===== src/adcab_params.svh =====
// constants of the converter register bank: pointer codes, field positions, reset values, timing
// assumes inclusion by the package and the design modules of the same bank
//
// Contract
// - every register loads its default at reset and keeps it until changed
// - eight data registers plus a pointer; the result register alone is read-only
// - first data byte of each write transaction becomes the new pointer
// - the pointer selects the register for following written or read bytes
// - only the lowest three pointer bits are decoded; master writes upper zeros
// - pointer is zero after reset, selecting the conversion result
// - select 0..7 maps result, status, config, low, high, hysteresis, lowest, highest
// - result word holds the 10-bit value in bits 11:2; 14:12 and 1:0 read zero
// - result bit 15 is high only with flag enable set and an alert flag set
// - over-range flag bit 1 sets when a conversion exceeds the upper limit
// - under-range flag bit 0 sets when a conversion falls below the lower limit
// - writing one to a flag clears it; writing zero leaves it
// - over-range self-clears below upper limit minus hysteresis when hold is off
// - under-range self-clears above lower limit plus hysteresis when hold is off
// - with hold on, flags clear only by a written one
// - status bits 7:2 always read zero; master writes zeros there
// - a conversion starts on each result read and repeatedly in automatic mode; only the first word of a read transaction starts one here
// - configuration bit 3 gates result bit 15
// - configuration bit 4 selects alert hold against hysteresis self-clear
`ifndef ADCAB_PARAMS_SVH
`define ADCAB_PARAMS_SVH

// =====================================================================
// pointer codes
`define ADCAB_PTR_RESULT   3'h0
`define ADCAB_PTR_STATUS   3'h1
`define ADCAB_PTR_CONFIG   3'h2
`define ADCAB_PTR_LOW      3'h3
`define ADCAB_PTR_HIGH     3'h4
`define ADCAB_PTR_HYST     3'h5
`define ADCAB_PTR_LOWEST   3'h6
`define ADCAB_PTR_HIGHEST  3'h7

// =====================================================================
// field positions
`define ADCAB_CFG_CYC_MSB  7
`define ADCAB_CFG_CYC_LSB  5
`define ADCAB_CFG_HOLD     4
`define ADCAB_CFG_FLAG_EN  3
`define ADCAB_CFG_WMASK    8'hfd
`define ADCAB_STAT_OVER    1
`define ADCAB_STAT_UNDER   0
`define ADCAB_RES_ALERT    15
`define ADCAB_VAL_MSB      11
`define ADCAB_VAL_LSB      2

// =====================================================================
// reset values of the 10-bit fields and the configuration
`define ADCAB_RST_CONFIG   8'h00
`define ADCAB_RST_LOW      10'h000
`define ADCAB_RST_HIGH     10'h3ff
`define ADCAB_RST_HYST     10'h000
`define ADCAB_RST_LOWEST   10'h3ff
`define ADCAB_RST_HIGHEST  10'h000

// =====================================================================
// automatic mode: interval is the unit shifted by cycle code plus this
`define ADCAB_AUTO_SHIFT   4'h4

`endif


===== src/adcab_pkg.sv =====
// types of the converter register bank
// assumes the params header for field positions
package adcab_pkg;

    // =================================================================
    // two-wire slave sequencer states
    typedef enum logic [2:0] {
        ADCAB_IDLE,
        ADCAB_ADDR,
        ADCAB_ADDR_ACK,
        ADCAB_WR_BYTE,
        ADCAB_WR_ACK,
        ADCAB_RD_BYTE,
        ADCAB_RD_ACK
    } adcab_st_t;

    // =================================================================
    // whole state of the bank top
    typedef struct packed {
        adcab_st_t   st;
        logic        scl_p;
        logic        sda_p;
        logic [3:0]  bitc;
        logic [7:0]  shift;
        logic        rw;
        logic        first;
        logic        lo_next;
        logic [7:0]  hold;
        logic [15:0] rd_word;
        logic        sda_oe;
        logic [2:0]  ptr;
        logic [9:0]  result;
        logic [7:0]  cfg;
        logic [9:0]  low_lim;
        logic [9:0]  high_lim;
        logic [9:0]  hysteresis_value;
        logic [9:0]  lowest;
        logic [9:0]  highest;
        logic [23:0] timer;
        logic        conv_start;
    } adcab_state_t;

    // =================================================================
    // state of one alert flag cell
    typedef struct packed {
        logic flag;
    } adcab_flag_state_t;

    // =================================================================
    // conversion result from the converter core
    typedef struct packed {
        logic       done;
        logic [9:0] data;
    } adcab_conv_t;

endpackage


===== src/adcab_top.sv =====
// register bank of a 10-bit converter behind a two-wire slave port
// assumes SCL and SDA samples synchronous to CLK_SYS_I, several clocks per bus bit,
// and a converter core that pulses done with its 10-bit result
`timescale 1ns/1ns
`include "adcab_params.svh"

module adcab_top
    import adcab_pkg::*;
#(
    parameter logic [6:0]  SLAVE_ADDR    = 7'h2a,       // arbitrary value
    parameter logic [23:0] CONV_UNIT_CYC = 24'h00000a   // clocks per conversion slot
) (
    input  wire logic       CLK_SYS_I,
    input  wire logic       RESETN_I,
    input  wire logic       SCL_I,
    input  wire logic       SDA_I,
    output logic            SDA_O,
    output logic            SDA_OE_O,
    input  wire logic       CONV_DONE_I,
    input  wire logic [9:0] CONV_DATA_I,
    output logic            CONV_START_O
);
    adcab_state_t s_q;
    adcab_state_t s_d;
    adcab_conv_t  conv;
    logic         over_flag;
    logic         under_flag;
    logic         w1c_over;
    logic         w1c_under;
    logic         ptr_wr;
    logic         rd_conv;
    logic         scl_rise;
    logic         scl_fall;
    logic         bus_start;
    logic         bus_stop;
    logic [15:0]  rd_mux;
    logic [15:0]  wr_word;
    logic         wide;
    logic [10:0]  over_clr_lvl;
    logic [10:0]  under_clr_lvl;
    logic         set_over;
    logic         set_under;
    logic         clr_over;
    logic         clr_under;

    assign conv.done = CONV_DONE_I;
    assign conv.data = CONV_DATA_I;

    // =================================================================
    // bus edge and condition detect on the synchronous pin samples
    assign scl_rise  = SCL_I && !s_q.scl_p;
    assign scl_fall  = !SCL_I && s_q.scl_p;
    assign bus_start = SCL_I && s_q.scl_p && s_q.sda_p && !SDA_I;
    assign bus_stop  = SCL_I && s_q.scl_p && !s_q.sda_p && SDA_I;

    // =================================================================
    // read word per selected register; only the three low bits decode
    always_comb begin
        rd_mux = 16'h0000;
        wide   = 1'b1;
        case (s_q.ptr)
            `ADCAB_PTR_RESULT: begin
                rd_mux[`ADCAB_VAL_MSB:`ADCAB_VAL_LSB] = s_q.result;
                rd_mux[`ADCAB_RES_ALERT] = s_q.cfg[`ADCAB_CFG_FLAG_EN]
                                         && (over_flag || under_flag);
            end
            `ADCAB_PTR_STATUS: begin
                wide = 1'b0;
                rd_mux[`ADCAB_STAT_OVER]  = over_flag;
                rd_mux[`ADCAB_STAT_UNDER] = under_flag;
            end
            `ADCAB_PTR_CONFIG: begin
                wide        = 1'b0;
                rd_mux[7:0] = s_q.cfg;
            end
            `ADCAB_PTR_LOW:     rd_mux[`ADCAB_VAL_MSB:`ADCAB_VAL_LSB] = s_q.low_lim;
            `ADCAB_PTR_HIGH:    rd_mux[`ADCAB_VAL_MSB:`ADCAB_VAL_LSB] = s_q.high_lim;
            `ADCAB_PTR_HYST:    rd_mux[`ADCAB_VAL_MSB:`ADCAB_VAL_LSB] = s_q.hysteresis_value;
            `ADCAB_PTR_LOWEST:  rd_mux[`ADCAB_VAL_MSB:`ADCAB_VAL_LSB] = s_q.lowest;
            `ADCAB_PTR_HIGHEST: rd_mux[`ADCAB_VAL_MSB:`ADCAB_VAL_LSB] = s_q.highest;
            default:            rd_mux = 16'h0000;
        endcase
    end

    assign wr_word = {s_q.hold, s_q.shift};

    // =================================================================
    // alert compare; the 11-bit sum never wraps, the difference only counts while hysteresis is within the upper limit
    assign over_clr_lvl  = {1'b0, s_q.high_lim} - {1'b0, s_q.hysteresis_value};
    assign under_clr_lvl = {1'b0, s_q.low_lim} + {1'b0, s_q.hysteresis_value};
    assign set_over  = conv.done && (conv.data > s_q.high_lim);
    assign set_under = conv.done && (conv.data < s_q.low_lim);
    assign clr_over  = conv.done && (s_q.hysteresis_value <= s_q.high_lim)
                     && ({1'b0, conv.data} < over_clr_lvl);
    assign clr_under = conv.done && ({1'b0, conv.data} > under_clr_lvl);

    // =================================================================
    // next state: slave sequencer, register writes, conversion timing
    always_comb begin
        s_d            = s_q;
        s_d.scl_p      = SCL_I;
        s_d.sda_p      = SDA_I;
        s_d.conv_start = 1'b0;
        w1c_over       = 1'b0;
        w1c_under      = 1'b0;
        ptr_wr         = 1'b0;
        rd_conv        = 1'b0;
        if (bus_start) begin
            s_d.st     = ADCAB_ADDR;
            s_d.bitc   = 4'h0;
            s_d.sda_oe = 1'b0;
        end else if (bus_stop) begin
            s_d.st     = ADCAB_IDLE;                            // pointer kept
            s_d.sda_oe = 1'b0;
        end else begin
            case (s_q.st)
                ADCAB_ADDR, ADCAB_WR_BYTE: begin
                    if (scl_rise && s_q.bitc != 4'h8) begin
                        s_d.shift = {s_q.shift[6:0], SDA_I};
                        s_d.bitc  = s_q.bitc + 4'h1;
                    end else if (scl_fall && s_q.bitc == 4'h8) begin
                        s_d.sda_oe = 1'b1;
                        if (s_q.st == ADCAB_ADDR) begin
                            if (s_q.shift[7:1] == SLAVE_ADDR) begin
                                s_d.st    = ADCAB_ADDR_ACK;
                                s_d.rw    = s_q.shift[0];
                                s_d.first = 1'b1;
                            end else begin
                                s_d.st     = ADCAB_IDLE;
                                s_d.sda_oe = 1'b0;
                            end
                        end else begin
                            s_d.st = ADCAB_WR_ACK;
                            if (s_q.first) begin
                                s_d.ptr     = s_q.shift[2:0];
                                s_d.first   = 1'b0;
                                s_d.lo_next = 1'b0;
                                ptr_wr      = 1'b1;
                            end else if (wide && !s_q.lo_next) begin
                                s_d.hold    = s_q.shift;         // high byte first
                                s_d.lo_next = 1'b1;
                            end else begin
                                s_d.lo_next = 1'b0;
                                case (s_q.ptr)
                                    `ADCAB_PTR_STATUS: begin
                                        w1c_over  = s_q.shift[`ADCAB_STAT_OVER];
                                        w1c_under = s_q.shift[`ADCAB_STAT_UNDER];
                                    end
                                    `ADCAB_PTR_CONFIG:  s_d.cfg = s_q.shift & `ADCAB_CFG_WMASK;
                                    `ADCAB_PTR_LOW:     s_d.low_lim = wr_word[11:2];
                                    `ADCAB_PTR_HIGH:    s_d.high_lim = wr_word[11:2];
                                    `ADCAB_PTR_HYST:    s_d.hysteresis_value = wr_word[11:2];
                                    `ADCAB_PTR_LOWEST:  s_d.lowest = wr_word[11:2];
                                    `ADCAB_PTR_HIGHEST: s_d.highest = wr_word[11:2];
                                    default:            s_d.lo_next = 1'b0; // result is read-only
                                endcase
                            end
                        end
                    end
                end
                ADCAB_ADDR_ACK: begin
                    if (scl_fall) begin
                        s_d.bitc = 4'h0;
                        if (s_q.rw) begin
                            // this fall opens bit 7, so its level must go out now
                            s_d.st      = ADCAB_RD_BYTE;
                            s_d.bitc    = 4'h1;
                            s_d.rd_word = rd_mux;
                            s_d.sda_oe  = wide ? ~rd_mux[15] : ~rd_mux[7];
                            s_d.shift   = wide ? {rd_mux[14:8], 1'b0} : {rd_mux[6:0], 1'b0};
                            s_d.lo_next = wide;
                            rd_conv     = (s_q.ptr == `ADCAB_PTR_RESULT);
                            s_d.conv_start = rd_conv;
                        end else begin
                            s_d.st     = ADCAB_WR_BYTE;
                            s_d.sda_oe = 1'b0;
                        end
                    end
                end
                ADCAB_WR_ACK: begin
                    if (scl_fall) begin
                        s_d.st     = ADCAB_WR_BYTE;
                        s_d.sda_oe = 1'b0;
                        s_d.bitc   = 4'h0;
                    end
                end
                ADCAB_RD_BYTE: begin
                    // bit 7 leaves at the load; each later fall puts out the next bit
                    if (scl_fall) begin
                        if (s_q.bitc == 4'h8) begin
                            s_d.st     = ADCAB_RD_ACK;
                            s_d.sda_oe = 1'b0;
                        end else begin
                            s_d.sda_oe = ~s_q.shift[7];
                            s_d.shift  = {s_q.shift[6:0], 1'b0};
                            s_d.bitc   = s_q.bitc + 4'h1;
                        end
                    end
                end
                ADCAB_RD_ACK: begin
                    if (scl_rise && SDA_I) begin
                        s_d.st = ADCAB_IDLE;                    // master refused, wait stop
                    end else if (scl_fall) begin
                        s_d.st   = ADCAB_RD_BYTE;
                        s_d.bitc = 4'h1;
                        if (s_q.lo_next) begin
                            s_d.sda_oe  = ~s_q.rd_word[7];
                            s_d.shift   = {s_q.rd_word[6:0], 1'b0};
                            s_d.lo_next = 1'b0;
                        end else begin
                            // refetch so a repeated read shows fresh contents
                            s_d.rd_word = rd_mux;
                            s_d.sda_oe  = wide ? ~rd_mux[15] : ~rd_mux[7];
                            s_d.shift   = wide ? {rd_mux[14:8], 1'b0} : {rd_mux[6:0], 1'b0};
                            s_d.lo_next = wide;
                        end
                    end
                end
                default: s_d.sda_oe = 1'b0;
            endcase
        end
        // automatic conversion: interval is unit times 2^(code+4)
        if (s_q.cfg[`ADCAB_CFG_CYC_MSB:`ADCAB_CFG_CYC_LSB] == 3'h0) begin
            s_d.timer = 24'h000000;
        end else if (s_q.timer == 24'h000000) begin
            s_d.conv_start = 1'b1;
            s_d.timer = (CONV_UNIT_CYC << ({1'b0, s_q.cfg[`ADCAB_CFG_CYC_MSB:`ADCAB_CFG_CYC_LSB]}
                        + `ADCAB_AUTO_SHIFT)) - 24'h000001;
        end else begin
            s_d.timer = s_q.timer - 24'h000001;
        end
        // a finished conversion updates result and extremes after any write
        if (conv.done) begin
            s_d.result = conv.data;
            if (conv.data < s_q.lowest) begin
                s_d.lowest = conv.data;
            end
            if (conv.data > s_q.highest) begin
                s_d.highest = conv.data;
            end
        end
    end

    // =================================================================
    // state register
    always_ff @(posedge CLK_SYS_I or negedge RESETN_I) begin
        if (!RESETN_I) begin
            s_q                  <= '0;
            s_q.st               <= ADCAB_IDLE;
            s_q.scl_p            <= 1'b1;
            s_q.sda_p            <= 1'b1;
            s_q.cfg              <= `ADCAB_RST_CONFIG;
            s_q.low_lim          <= `ADCAB_RST_LOW;
            s_q.high_lim         <= `ADCAB_RST_HIGH;
            s_q.hysteresis_value <= `ADCAB_RST_HYST;
            s_q.lowest           <= `ADCAB_RST_LOWEST;
            s_q.highest          <= `ADCAB_RST_HIGHEST;
        end else begin
            s_q <= s_d;
        end
    end

    // =================================================================
    // alert flags; hold comes straight from the configuration
    adcab_flag_cell u_over (
        .clk_i      (CLK_SYS_I),
        .resetn_i   (RESETN_I),
        .set_i      (set_over),
        .self_clr_i (clr_over),
        .hold_i     (s_q.cfg[`ADCAB_CFG_HOLD]),
        .w1c_i      (w1c_over),
        .flag_o     (over_flag)
    );
    adcab_flag_cell u_under (
        .clk_i      (CLK_SYS_I),
        .resetn_i   (RESETN_I),
        .set_i      (set_under),
        .self_clr_i (clr_under),
        .hold_i     (s_q.cfg[`ADCAB_CFG_HOLD]),
        .w1c_i      (w1c_under),
        .flag_o     (under_flag)
    );

    // =================================================================
    // pins: open drain, data always low, enable from a flip-flop
    assign SDA_O        = 1'b0;
    assign SDA_OE_O     = s_q.sda_oe;
    assign CONV_START_O = s_q.conv_start;
endmodule


===== src/adcab_flag_cell.sv =====
// one sticky alert flag with written-one clear and hysteresis self-clear
// assumes set and clear terms are single-cycle and synchronous to the clock
`timescale 1ns/1ns
`include "adcab_params.svh"

module adcab_flag_cell
    import adcab_pkg::*;
(
    input  wire logic clk_i,
    input  wire logic resetn_i,
    input  wire logic set_i,
    input  wire logic self_clr_i,
    input  wire logic hold_i,
    input  wire logic w1c_i,
    output logic      flag_o
);
    adcab_flag_state_t s_q;
    adcab_flag_state_t s_d;

    // =================================================================
    // next value: a set wins over any clear in the same cycle
    always_comb begin
        s_d = s_q;
        if (set_i) begin
            s_d.flag = 1'b1;
        end else if (w1c_i) begin
            s_d.flag = 1'b0;
        end else if (self_clr_i && !hold_i) begin
            s_d.flag = 1'b0;
        end
    end

    // =================================================================
    // register
    always_ff @(posedge clk_i or negedge resetn_i) begin
        if (!resetn_i) begin
            s_q <= '0;
        end else begin
            s_q <= s_d;
        end
    end

    assign flag_o = s_q.flag;
endmodule


===== config.mk =====
export PLATFORM = sky130hd
export DESIGN_NAME = adcab_top
export DESIGN_NICKNAME = d
export VERILOG_FILES = /design/src/adcab_pkg.sv /design/src/adcab_top.sv /design/src/adcab_flag_cell.sv
export VERILOG_INCLUDE_DIRS = /design/src /design/src/src
export SDC_FILE = /design/constraint.sdc
export NUM_CORES = 1
export LEC_CHECK = 0
export BUFFER_PORTS_ARGS = -buffer_cell sky130_fd_sc_hd__buf_4
export CORE_MARGIN = 1
export CORE_UTILIZATION = 29
export CTS_BUF_LIST = sky130_fd_sc_hd__clkbuf_8
export CTS_CLUSTER_DIAMETER = 60
export CTS_CLUSTER_SIZE = 28
export DETAILED_ROUTE_END_ITERATION = 10
export GPL_ROUTABILITY_DRIVEN = 0
export RECOVER_POWER = 50
export SLEW_MARGIN = 25
export SYNTH_ARGS = -nofsm -noshare
export SYNTH_HDL_FRONTEND = slang
export SYNTH_SLANG_ARGS = --single-unit

===== constraint.sdc =====
create_clock -name CLK_SYS_I -period 3.6 [get_ports CLK_SYS_I]
set_input_delay 0.36 -clock CLK_SYS_I [delete_from_list [all_inputs] [get_ports CLK_SYS_I]]
set_output_delay 0.36 -clock CLK_SYS_I [all_outputs]
set_load 0.02 [all_outputs]

---- Yosys cells after proc, flatten, opt, wreduce, memory -nomap -nowiden ----
Cells that the tools add are included.
storage, ports and cells
  bits in latches ......................... 0
  memory bits (writable) .................. 0
  register bits ........................... 142
  memory bits (read-only) ................. 0
  output and inout port bits .............. 3
  memories kept ........................... 0
  logic and storage cells ................. 262
  input bits .............................. 15
operators by class
  add/subtract/negate cells ............... 6
  multiplexer cells ....................... 118
  shifts and indexed selects .............. 1
  reductions and logical operators ........ 52
  $lt $le $gt $ge ......................... 7
  bitwise logic cells ..................... 10
  div/mod/pow operators ................... 0
  multipliers ............................. 0
  equal/unequal tests ..................... 45
operators with widths
  kind                                                 count
  two-way mux 20 bit                                   9
  two-way mux 12 bit                                   6
  two-way mux 1 bit                                    52
  two-way mux 17 bit                                   3
  two-way mux 24 bit                                   2
  subtractor 24 x 1 -> 24 bit (second input constant)  2
  AND reduction 9 bit                                  5
  two-way mux 3 bit                                    14
  case mux 6 bit (7 select lines)                      1
  two-way mux 10 bit                                   4
  two-way mux 8 bit                                    5
  two-way mux 39 bit                                   1
  inequality test 4 bit (second input constant)        9
  two-way mux 16 bit                                   2
  case mux 16 bit (2 select lines)                     1
  case mux 8 bit (4 select lines)                      1
  logical NOT 24 bit                                   1
  inequality test 2 bit (second input constant)        12
  case mux 4 bit (6 select lines)                      1
  AND reduction 8 bit                                  3
  << shifter 4 x 4 -> 24 bit (first input constant)    1
  two-way mux 11 bit                                   2
  equality test 3 bit (second input constant)          7
  inequality test 3 bit (second input constant)        7
  other kinds (37)                                     88

---- Logic depth before layout (Yosys ltp) ----
Gate-level depths: netlist of run 1.
  depth after elaboration ................. 14
  depth in mapped cells ................... 17
  mapped depth without buffers ............ 17

---- By module ----
Synthesis of run 1 repeated with hierarchy kept, for this count alone.
second synthesis, totals
  cells, all modules ...................... 965
  area total of the unflattened synthesis .. 9,305.2 um2
by module, submodules not included
  module           seq. area each (um2)  times used  cells each  area each (um2)
  adcab_top        3,230.6               1           957         9,217.6
  adcab_flag_cell  25.0                  2           4           43.8

---- Worst setup path before layout of run 1 ----
OpenSTA, ideal clock, no wires.
  path type ............................... reg2reg
  start point ............................. register s_q[46] (netlist name)
  end point ............................... register u_over.s_q (netlist: u_over.flag_o)
  clock period less this slack ............ 3.238 ns
  slack ................................... 0.362 ns
  buffers on the path ..................... 0
  library setup time ...................... 0.131 ns
  stages on the path, launching flop included .. 16
  arrival time ............................ 3.106 ns
  data required time ...................... 3.469 ns
  path through ............................ dfrtp_1 > inv_1 > ha_1 > nor2b_1 > o31a_1 > o31a_1 > o22ai_1 > mux2i_1 > a2111oi_0 > ha_1 > a22oi_1 > o211ai_1 > nor2_1 > a211oi_1 > a211oi_1 > o21ai_0
between the ends
  word-level cells in the longest chain between the ends .. 5
  elaborated cells on any way between the ends .. 7
  those cells by class .................... 1 x add/sub; 2 x order compare; 4 x reduce/logical
ends and longest elaborated chain
  what                                                                                    line                              RTL
  start, declared                                                                         adcab_top.sv:23                   adcab_state_t s_q;
  subtractor 10 x 10 -> 11 bit / less-or-equal comparator 10 bit (equally long branches)  adcab_top.sv:89, adcab_top.sv:93
  less-than comparator 10 x 11 -> 1 bit / logical AND 1 bit (equally long branches)       adcab_top.sv:94, adcab_top.sv:93
  logical AND 1 bit (*)                                                                   adcab_top.sv:94                   && ({1'b0, conv.data} < over_clr_lvl);
  logical AND 1 bit (*)                                                                   adcab_flag_cell.sv:28             end else if (self_clr_i && !hold_i) begin
  nonzero test 3 bit (no source line) (*)                                                 --
  end signal, assigned                                                                    adcab_flag_cell.sv:37             s_q <= '0;
  end signal, assigned                                                                    adcab_flag_cell.sv:39             s_q <= s_d;
  end, declared                                                                           adcab_flag_cell.sv:17             adcab_flag_state_t s_q;
Mark *: on every way between the ends. The rest lies on a longest branch, timed or not.
A chain may end at the register's enable or synchronous reset.

---- Worst setup path in the final report of run 1 ----
  start point ............................. register s_q[56] (netlist name)
  end point ............................... register u_over.s_q (netlist: u_over.flag_o)
between the ends
  word-level cells in the longest chain between the ends .. 5
  elaborated cells on any way between the ends .. 10
  those cells by class .................... 1 x add/sub; 3 x order compare; 1 x mux; 5 x reduce/logical
ends and longest elaborated chain
  what                                                                                    line
  subtractor 10 x 10 -> 11 bit / less-or-equal comparator 10 bit (equally long branches)  adcab_top.sv:89, adcab_top.sv:93
  less-than comparator 10 x 11 -> 1 bit / logical AND 1 bit (equally long branches)       adcab_top.sv:94, adcab_top.sv:93
  logical AND 1 bit                                                                       adcab_top.sv:94
  logical AND 1 bit                                                                       adcab_flag_cell.sv:28
  nonzero test 3 bit (no source line)                                                     --
Several ways; a longest one is shown, not always the timed one.

==> results.py, run 1 <==
metrics = {
    "worst_setup_path": {
        "critPathArrivalTime_ps": 3690,
        "worstSetupStartpointType": "flop",
        "crit_path_cell_trace": "ha_1, nor2b_1, o31a_1, o31a_1, o22ai_2, mux2i_1, a2111oi_2, ha_1, a22oi_1, o211ai_1, nor2_1, a211oi_1, a211oi_1, o21ai_0",
        "cpMaxStageDelayCell": "dfstp_2",
        "crit_type": "reg2reg",
        "crit_path_start": "s_q[56]",
        "r2r-start": "s_q[56]",
        "cp_max_fo": 5,
        "max_stage_delay_ps": 580,
        "end_kind": "flop",
        "required_ps": 3950,
    },
    "clocking": {
        "clock-sinks": 130,
        "clkLatencyLatePin_ps": 460,
        "htree_num_levels": 4,
        "cts_buffers": 17,
        "clk_pin_slew_ps": 90,
        "cts_tree": "yes",
        "clock_path_buffers": 2,
        "ctsRootBufferMaster": "clkbuf_8",
    },
    "timing": {
        "fin_hold_ws_ps": 101,
        "tightest_slew_ps": 2750,
        "slew_headroom_pct": -83.2,
        "setup_viol": 0,
        "hold_violations": 0,
        "fin_crit_sh_pct": 92.7,
        "fmax_mhz": 300,
        "rsz0062_at_grt": "no",
        "drv_slew": 107,
        "period_minus_slack_ps": 3340,
        "fin_skew_ps": 15.3,
        "setup_tns_ps": 0,
    },
    "routing": {
        "drt_iter0_markers": 582,
        "ant_nets": 0,
        "route.detailed.drc": 0,
        "wl_per_cell_um": 18.1,
        "via_count": 7303,
        "vias_per_cell": 5.29,
        "routed_wirelength_um": 24900,
        "dr.pass1.iters": 5,
    },
    "status": {
        "failed_checks": "max-capacitance violations, max-slew violations",
        "status": "finished, violations left",
    },
    "floorplanning": {
        "initial_core_util_pct": 29.8,
        "rows": 64,
        "die_area_um2": 32500,
        "coreArea_um2": 30900,
        "die_h_um": 180,
        "pin_count": 18,
        "die_x_um": 180,
    },
    "final_layout": {
        "multi_input_area_um2": 5510,
        "area_delta_synth_final_pct": 11.6,
        "drive_gt1_share_pct": 21.7,
        "fin_nets": 1068,
        "regArea_um2": 3280,
        "antenna_cells": 0,
        "num-fill-cells": 3136,
    },
    "yosys": {
        "synth_seq_area_share_pct": 35.6,
        "synth-edff-count": 0,
        "syn_area_um2": 9220,
        "avgSynthCellArea_um2": 9.69,
        "synth_flop_cell": "dfrtp_1",
        "yosys.area.top_type_share_pct": 29.3,
        "synthArstFlopShare_pct": 100,
        "ys_ff_latch": 130,
        "yosysWarnings": 0,
        "synthDistinctLibCells": 83,
        "yosysTopAreaCell": "dfrtp_1",
        "syn_inst": 951,
        "synth_area_leaders": "dfrtp_1, mux2_2, ha_1",
        "synthesis.nets": 1048,
    },
    "power": {
        "ir_drop_mv": 0.237,
        "switching_power_w": 0.00156,
        "sw_frac_of_total_pct": 33.5,
        "p_comb_share_pct": 26.5,
        "clockPowerShare_pct": 30.7,
        "finalPower_w": 0.00466,
        "intPower_w": 0.00310,
        "power_density_nw_per_um2": 453,
        "leakagePower_nw": 4.56,
        "p_seq_share_pct": 42.8,
    },
    "place": {
        "hpwl_um": 18200,
        "port_buffers": 16,
    },
    "hold_path": {
        "hp-class": "in2reg",
        "min_from": "SDA_I",
    },
    "global_route": {
        "grt-ovfl-total": 0,
        "antenna_found_initial": 0,
        "grt_max_degree": 107,
        "grt_pass1_wl_um": 39700,
        "grtUsageTotal_pct": 15.7,
        "grt_pass1_vias": 7085,
    },
    "job": {
        "drv_cap": 1,
    },
}
-- layout make-up --
cell class                      count  area share [%]
Clock inverter                     13            1.79
Sequential cell                   130            31.9
Tap cell                          396            4.82
Timing Repair Buffer               40            2.94
Clock buffer                       19            2.54
Inverter                           69            2.52
Multi-Input combinational cell    713            53.5
-- cells by family after synthesis --
group | Yosys count | share of synthesized area, %
AO/OA/AOI/OAI | 228 | 16.5
adder cells (fa/ha/maj) | 82 | 11.3
other | 1 | 0.0407
buffers and inverters | 108 | 4.87
flip-flops | 130 | 35.6
multiplexers | 111 | 14.2
XOR/XNOR | 24 | 2.28
AND/OR/NAND/NOR | 267 | 15.2
-- worst max-delay path: cells and delay by family, from the launching register on --
family / cells / cell delay (ps)
AOI/OAI and AO/OA: 9 / 1740
adders and majority gates: 2 / 550
DFF: 1 / 580
muxes: 1 / 110
and+or+nand+nor: 2 / 240
-- per-stage QoR --
stage	worst slack, ps	util [%]	instance area, um^2	std cells
after floorplan	362	-	9220	951
after global placement	121	31.8	9820	1345
final	262	33.3	10300	1380
after global routing	12.9	33.3	10300	1380
after detailed placement	96.4	31.8	9820	1345
after CTS	70.4	33.2	10300	1377
-- what timing repair did --
action	in CTS	in global routing
endpoints found under the setup margin	0	1
buffers inserted	0	2
gates resized for setup	0	4
hold endpoints to repair	0	1
hold buffers	0	1
-- synthesized netlist by cell type (3+ instances only) --
| cell | instances |
|---|---|
| dfrtp_1 | 108 |
| mux2_2 | 90 |
| ha_1 | 80 |
| inv_1 | 69 |
| nand2_1 | 68 |
| o21ai_0 | 68 |
| nor2_1 | 67 |
| a21oi_1 | 44 |
| nand3_1 | 30 |
| clkbuf_1 | 25 |
| dfstp_2 | 22 |
| nor3_1 | 20 |
| mux2i_1 | 14 |
| nand2b_1 | 13 |
| xor2_1 | 13 |
| o21a_1 | 12 |
| xnor2_1 | 11 |
| a22oi_1 | 10 |
| a211oi_1 | 9 |
| nand4_1 | 9 |
| nor2b_1 | 9 |
| o31ai_1 | 9 |
| a31oi_1 | 8 |
| o211ai_1 | 8 |
| a21o_1 | 7 |
| mux4_2 | 7 |
| o22ai_1 | 7 |
| nor4_1 | 6 |
| a221oi_1 | 5 |
| buf_2 | 5 |
| and3_1 | 4 |
| buf_1 | 4 |
| nor3b_1 | 4 |
| or2_2 | 4 |
| a32oi_1 | 3 |
| and2_1 | 3 |
| clkbuf_8 | 3 |
| o2111ai_1 | 3 |
| o221ai_1 | 3 |
| o311a_1 | 3 |
| or3_1 | 3 |
| or4_1 | 3 |
| or4_4 | 3 |
-- registers in the layout, indices dropped and copies added, names as in the netlist --
signal / flops
s_q: 126
CONV_START_O: 1
SDA_OE_O: 1
u_over.flag_o: 1
u_under.flag_o: 1
-- worst paths after layout --
kind                            endpoint  slack [ps]  cells past startpoint
setup / recovery           u_over.flag_o         260                     14
hold / removal                  s_q[136]         100                      1
setup reg to reg           u_over.flag_o         260                     14
hold reg to reg                   s_q[1]         500                      1
max in group asynchronous        s_q[24]        1040                      2
min in group asynchronous        s_q[46]         690                      1
-- cell usage in the layout, fill, tap and decap left out, types with 5 or more instances in the layout --
cell / n
a21o_1: 7
nand2_1: 68
clkbuf_8: 19
a21oi_1: 44
o31ai_1: 8
dfrtp_1: 108
buf_4: 34
ha_1: 80
nor4_1: 6
a31oi_1: 8
xnor2_1: 11
a211oi_1: 9
nand2b_1: 13
nor2b_1: 9
inv_1: 70
dfstp_2: 22
a221oi_1: 5
xor2_1: 13
mux4_2: 7
o21a_1: 12
nor3_1: 20
mux2i_1: 14
nand3_1: 30
nand4_1: 9
a22oi_1: 10
o21ai_0: 68
o211ai_1: 8
nor2_1: 67
o22ai_1: 6
mux2_2: 90
-- power by group through the flow --
| stage | Sequential (W) | Combinational, W | Clock (W) |
|---|---|---|---|
| detailed placement | 0.00202 | 0.00123 | 0 |
| finish | 0.00199 | 0.00123 | 0.00143 |
| global placement | 0.00201 | 0.00119 | 0 |
| global route | 0.00202 | 0.00139 | 0.00153 |
| CTS | 0.00199 | 0.00124 | 0.00146 |
| floorplan | 0.00185 | 0.000976 | 0 |
-- routing by layer --
metal / track usage (%) / vias to the layer above / part of all wire (%)
li1: - / 3528 / -
met1: 21.0 / 3565 / 46
met2: 25.2 / 173 / 47
met3: 2.89 / 37 / 4.1
met4: 5.74 / 0 / 2.8
met5: 0 / - / 0
Power figures use the tool's default switching activity.
==> run 2: changes to the inputs <==
--- a/config.mk
+++ b/config.mk
@@ -14,6 +14,7 @@
 export CTS_CLUSTER_SIZE = 28
 export DETAILED_ROUTE_END_ITERATION = 10
 export GPL_ROUTABILITY_DRIVEN = 0
+export HOLD_SLACK_MARGIN = 0.15
 export RECOVER_POWER = 50
 export SLEW_MARGIN = 25
 export SYNTH_ARGS = -nofsm -noshare
==> results.py, run 2 (synthesis gave the netlist of run 1 again) <==
metrics = {
    "clocking": {
        "clkLatencyLatePin_ps": 460,
        "htree_num_levels": 4,
        "clock_path_buffers": 2,
        "cts_buffers": 17,
        "clock-sinks": 130,
        "cts_tree": "yes",
        "ctsRootBufferMaster": "clkbuf_8",
        "clk_pin_slew_ps": 90,
    },
    "routing": {
        "via_count": 7332,
        "vias_per_cell": 5.31,
        "route.detailed.drc": 0,
        "ant_nets": 0,
        "routed_wirelength_um": 24900,
        "wl_per_cell_um": 18.0,
        "dr.pass1.iters": 5,
        "drt_iter0_markers": 641,
    },
    "worst_setup_path": {
        "crit_path_cell_trace": "ha_1, nor2b_1, o31a_1, o31a_1, o22ai_2, mux2i_1, a2111oi_2, ha_1, a22oi_1, o211ai_1, nor2_1, a211oi_1, a211oi_1, o21ai_0",
        "cp_num_buf_inv": 0,
        "crit_family": "compound AO/OA/AOI/OAI gates",
        "critPathArrivalTime_ps": 3680,
        "crit_type": "reg2reg",
        "end_kind": "flop",
        "max_stage_delay_ps": 580,
        "worstSetupStartpointType": "flop",
        "cpMaxStageDelayCell": "dfstp_2",
        "cp_max_fo": 5,
        "required_ps": 3950,
    },
    "timing": {
        "fin_crit_sh_pct": 92.6,
        "fmax_mhz": 300,
        "rsz0062_at_grt": "no",
        "hold_violations": 0,
        "period_minus_slack_ps": 3330,
        "setup_viol": 0,
        "fin_skew_ps": 15.3,
        "tightest_slew_ps": 2760,
        "drv_slew": 107,
        "slew_headroom_pct": -83.7,
        "setup_tns_ps": 0,
    },
    "final_layout": {
        "antenna_cells": 0,
        "final_area_um2": 10300,
        "final_common_cell": "dfrtp_1",
        "largest-register": "s_q",
        "final_cell_mix": "dfrtp_1, mux2_2, ha_1, inv_1",
        "largest_reg_flops": 126,
        "drive_gt1_share_pct": 21.4,
        "num-fill-cells": 3140,
        "area_delta_synth_final_pct": 11.7,
        "fin_nets": 1070,
    },
    "job": {
        "drv_cap": 1,
    },
    "global_route": {
        "grt_pass1_vias": 7094,
        "grt_use_met3_pct": 2.89,
        "grt-ovfl-total": 0,
        "grt_max_degree": 107,
        "antenna_found_initial": 0,
        "grt.met1_usage_pct": 21.0,
        "grtUsageTotal_pct": 15.7,
        "grt_util_met2_pct": 25.2,
        "top_usage_layer": "met2",
        "grt_pass1_wl_um": 39800,
    },
    "floorplanning": {
        "initial_core_util_pct": 29.8,
        "pin_count": 18,
        "rows": 64,
        "die_area_um2": 32500,
        "die_h_um": 180,
        "die_x_um": 180,
        "coreArea_um2": 30900,
    },
    "power": {
        "p_comb_share_pct": 26.5,
        "sw_frac_of_total_pct": 33.5,
        "intPower_w": 0.00310,
        "clockPowerShare_pct": 30.6,
        "finalPower_w": 0.00465,
        "p_seq_share_pct": 42.9,
        "switching_power_w": 0.00156,
        "power_density_nw_per_um2": 452,
        "leakagePower_nw": 4.56,
        "ir_drop_mv": 0.237,
    },
    "hold_path": {
        "hp-class": "in2reg",
    },
    "status": {
        "failed_checks": "max-capacitance violations, max-slew violations",
        "status": "finished, violations left",
    },
    "place": {
        "port_buffers": 16,
        "hpwl_um": 18200,
        "place_area_um2": 9820,
    },
}
## run 2: worst register-to-register path, stage by stage (launching register included)
cell and delay (ps):
dfstp_2 580, ha_1 250, nor2b_1 140, o31a_1 270
o31a_1 300, o22ai_2 180, mux2i_1 110, a2111oi_2 340
ha_1 300, a22oi_1 180, o211ai_1 110, nor2_1 100
a211oi_1 50, a211oi_1 210, o21ai_0 90
## run 2: layout make-up
cell class                      count  area, um^2  area share (%)
Multi-Input combinational cell    713        5510            53.4
Clock inverter                     13         184            1.79
Clock buffer                       19         262            2.54
Timing Repair Buffer               42         314            3.05
Inverter                           69         259            2.51
Tap cell                          396         495            4.81
Sequential cell                   130        3280            31.9
## run 2: what timing repair did
action,in CTS,in global routing
endpoints found under the setup margin,0,1
endpoints found under the hold margin,86,0
gates resized for setup,0,4
hold buffers,3,0
setup buffers,0,2
## run 2: stage by stage
stage | instances | setup slack [ps] | util, % | hold WS [ps]
final | 1382 | 268 | 33.3 | 191
after global routing | 1382 | 12.9 | 33.3 | 163
after CTS | 1380 | 70.4 | 33.3 | 167
after detailed placement | 1345 | 96.4 | 31.8 | 481
after global placement | 1345 | 121 | 31.8 | 472
after floorplan | 951 | 362 | - | 64.4
## run 2: worst paths after layout
kind / start / to / slack (ps) / cells after the start
setup / recovery: s_q[56] / u_over.flag_o / 270 / 14
hold / removal: CONV_DATA_I[0] / s_q[83] / 190 / 2
setup reg to reg: s_q[56] / u_over.flag_o / 270 / 14
hold reg to reg: s_q[1] / s_q[1] / 490 / 1
max in group asynchronous: RESETN_I / s_q[52] / 600 / 2
min in group asynchronous: RESETN_I / s_q[46] / 1270 / 2
## run 2: per-layer routing
layer,up-vias,wire [um],share of wire (%)
met5,-,0,0
met2,182,11700,47
met3,39,938,3.8
met4,0,663,2.7
met1,3586,11600,47
li1,3525,-,-
## run 2: power groups by stage
stage / Sequential, W / Clock [W] / Combinational (W)
after detailed placement: 0.00202 / 0 / 0.00123
final: 0.00199 / 0.00143 / 0.00123
after global routing: 0.00202 / 0.00153 / 0.00139
after global placement: 0.00201 / 0 / 0.00119
after floorplan: 0.00185 / 0 / 0.000976
after CTS: 0.00199 / 0.00146 / 0.00124
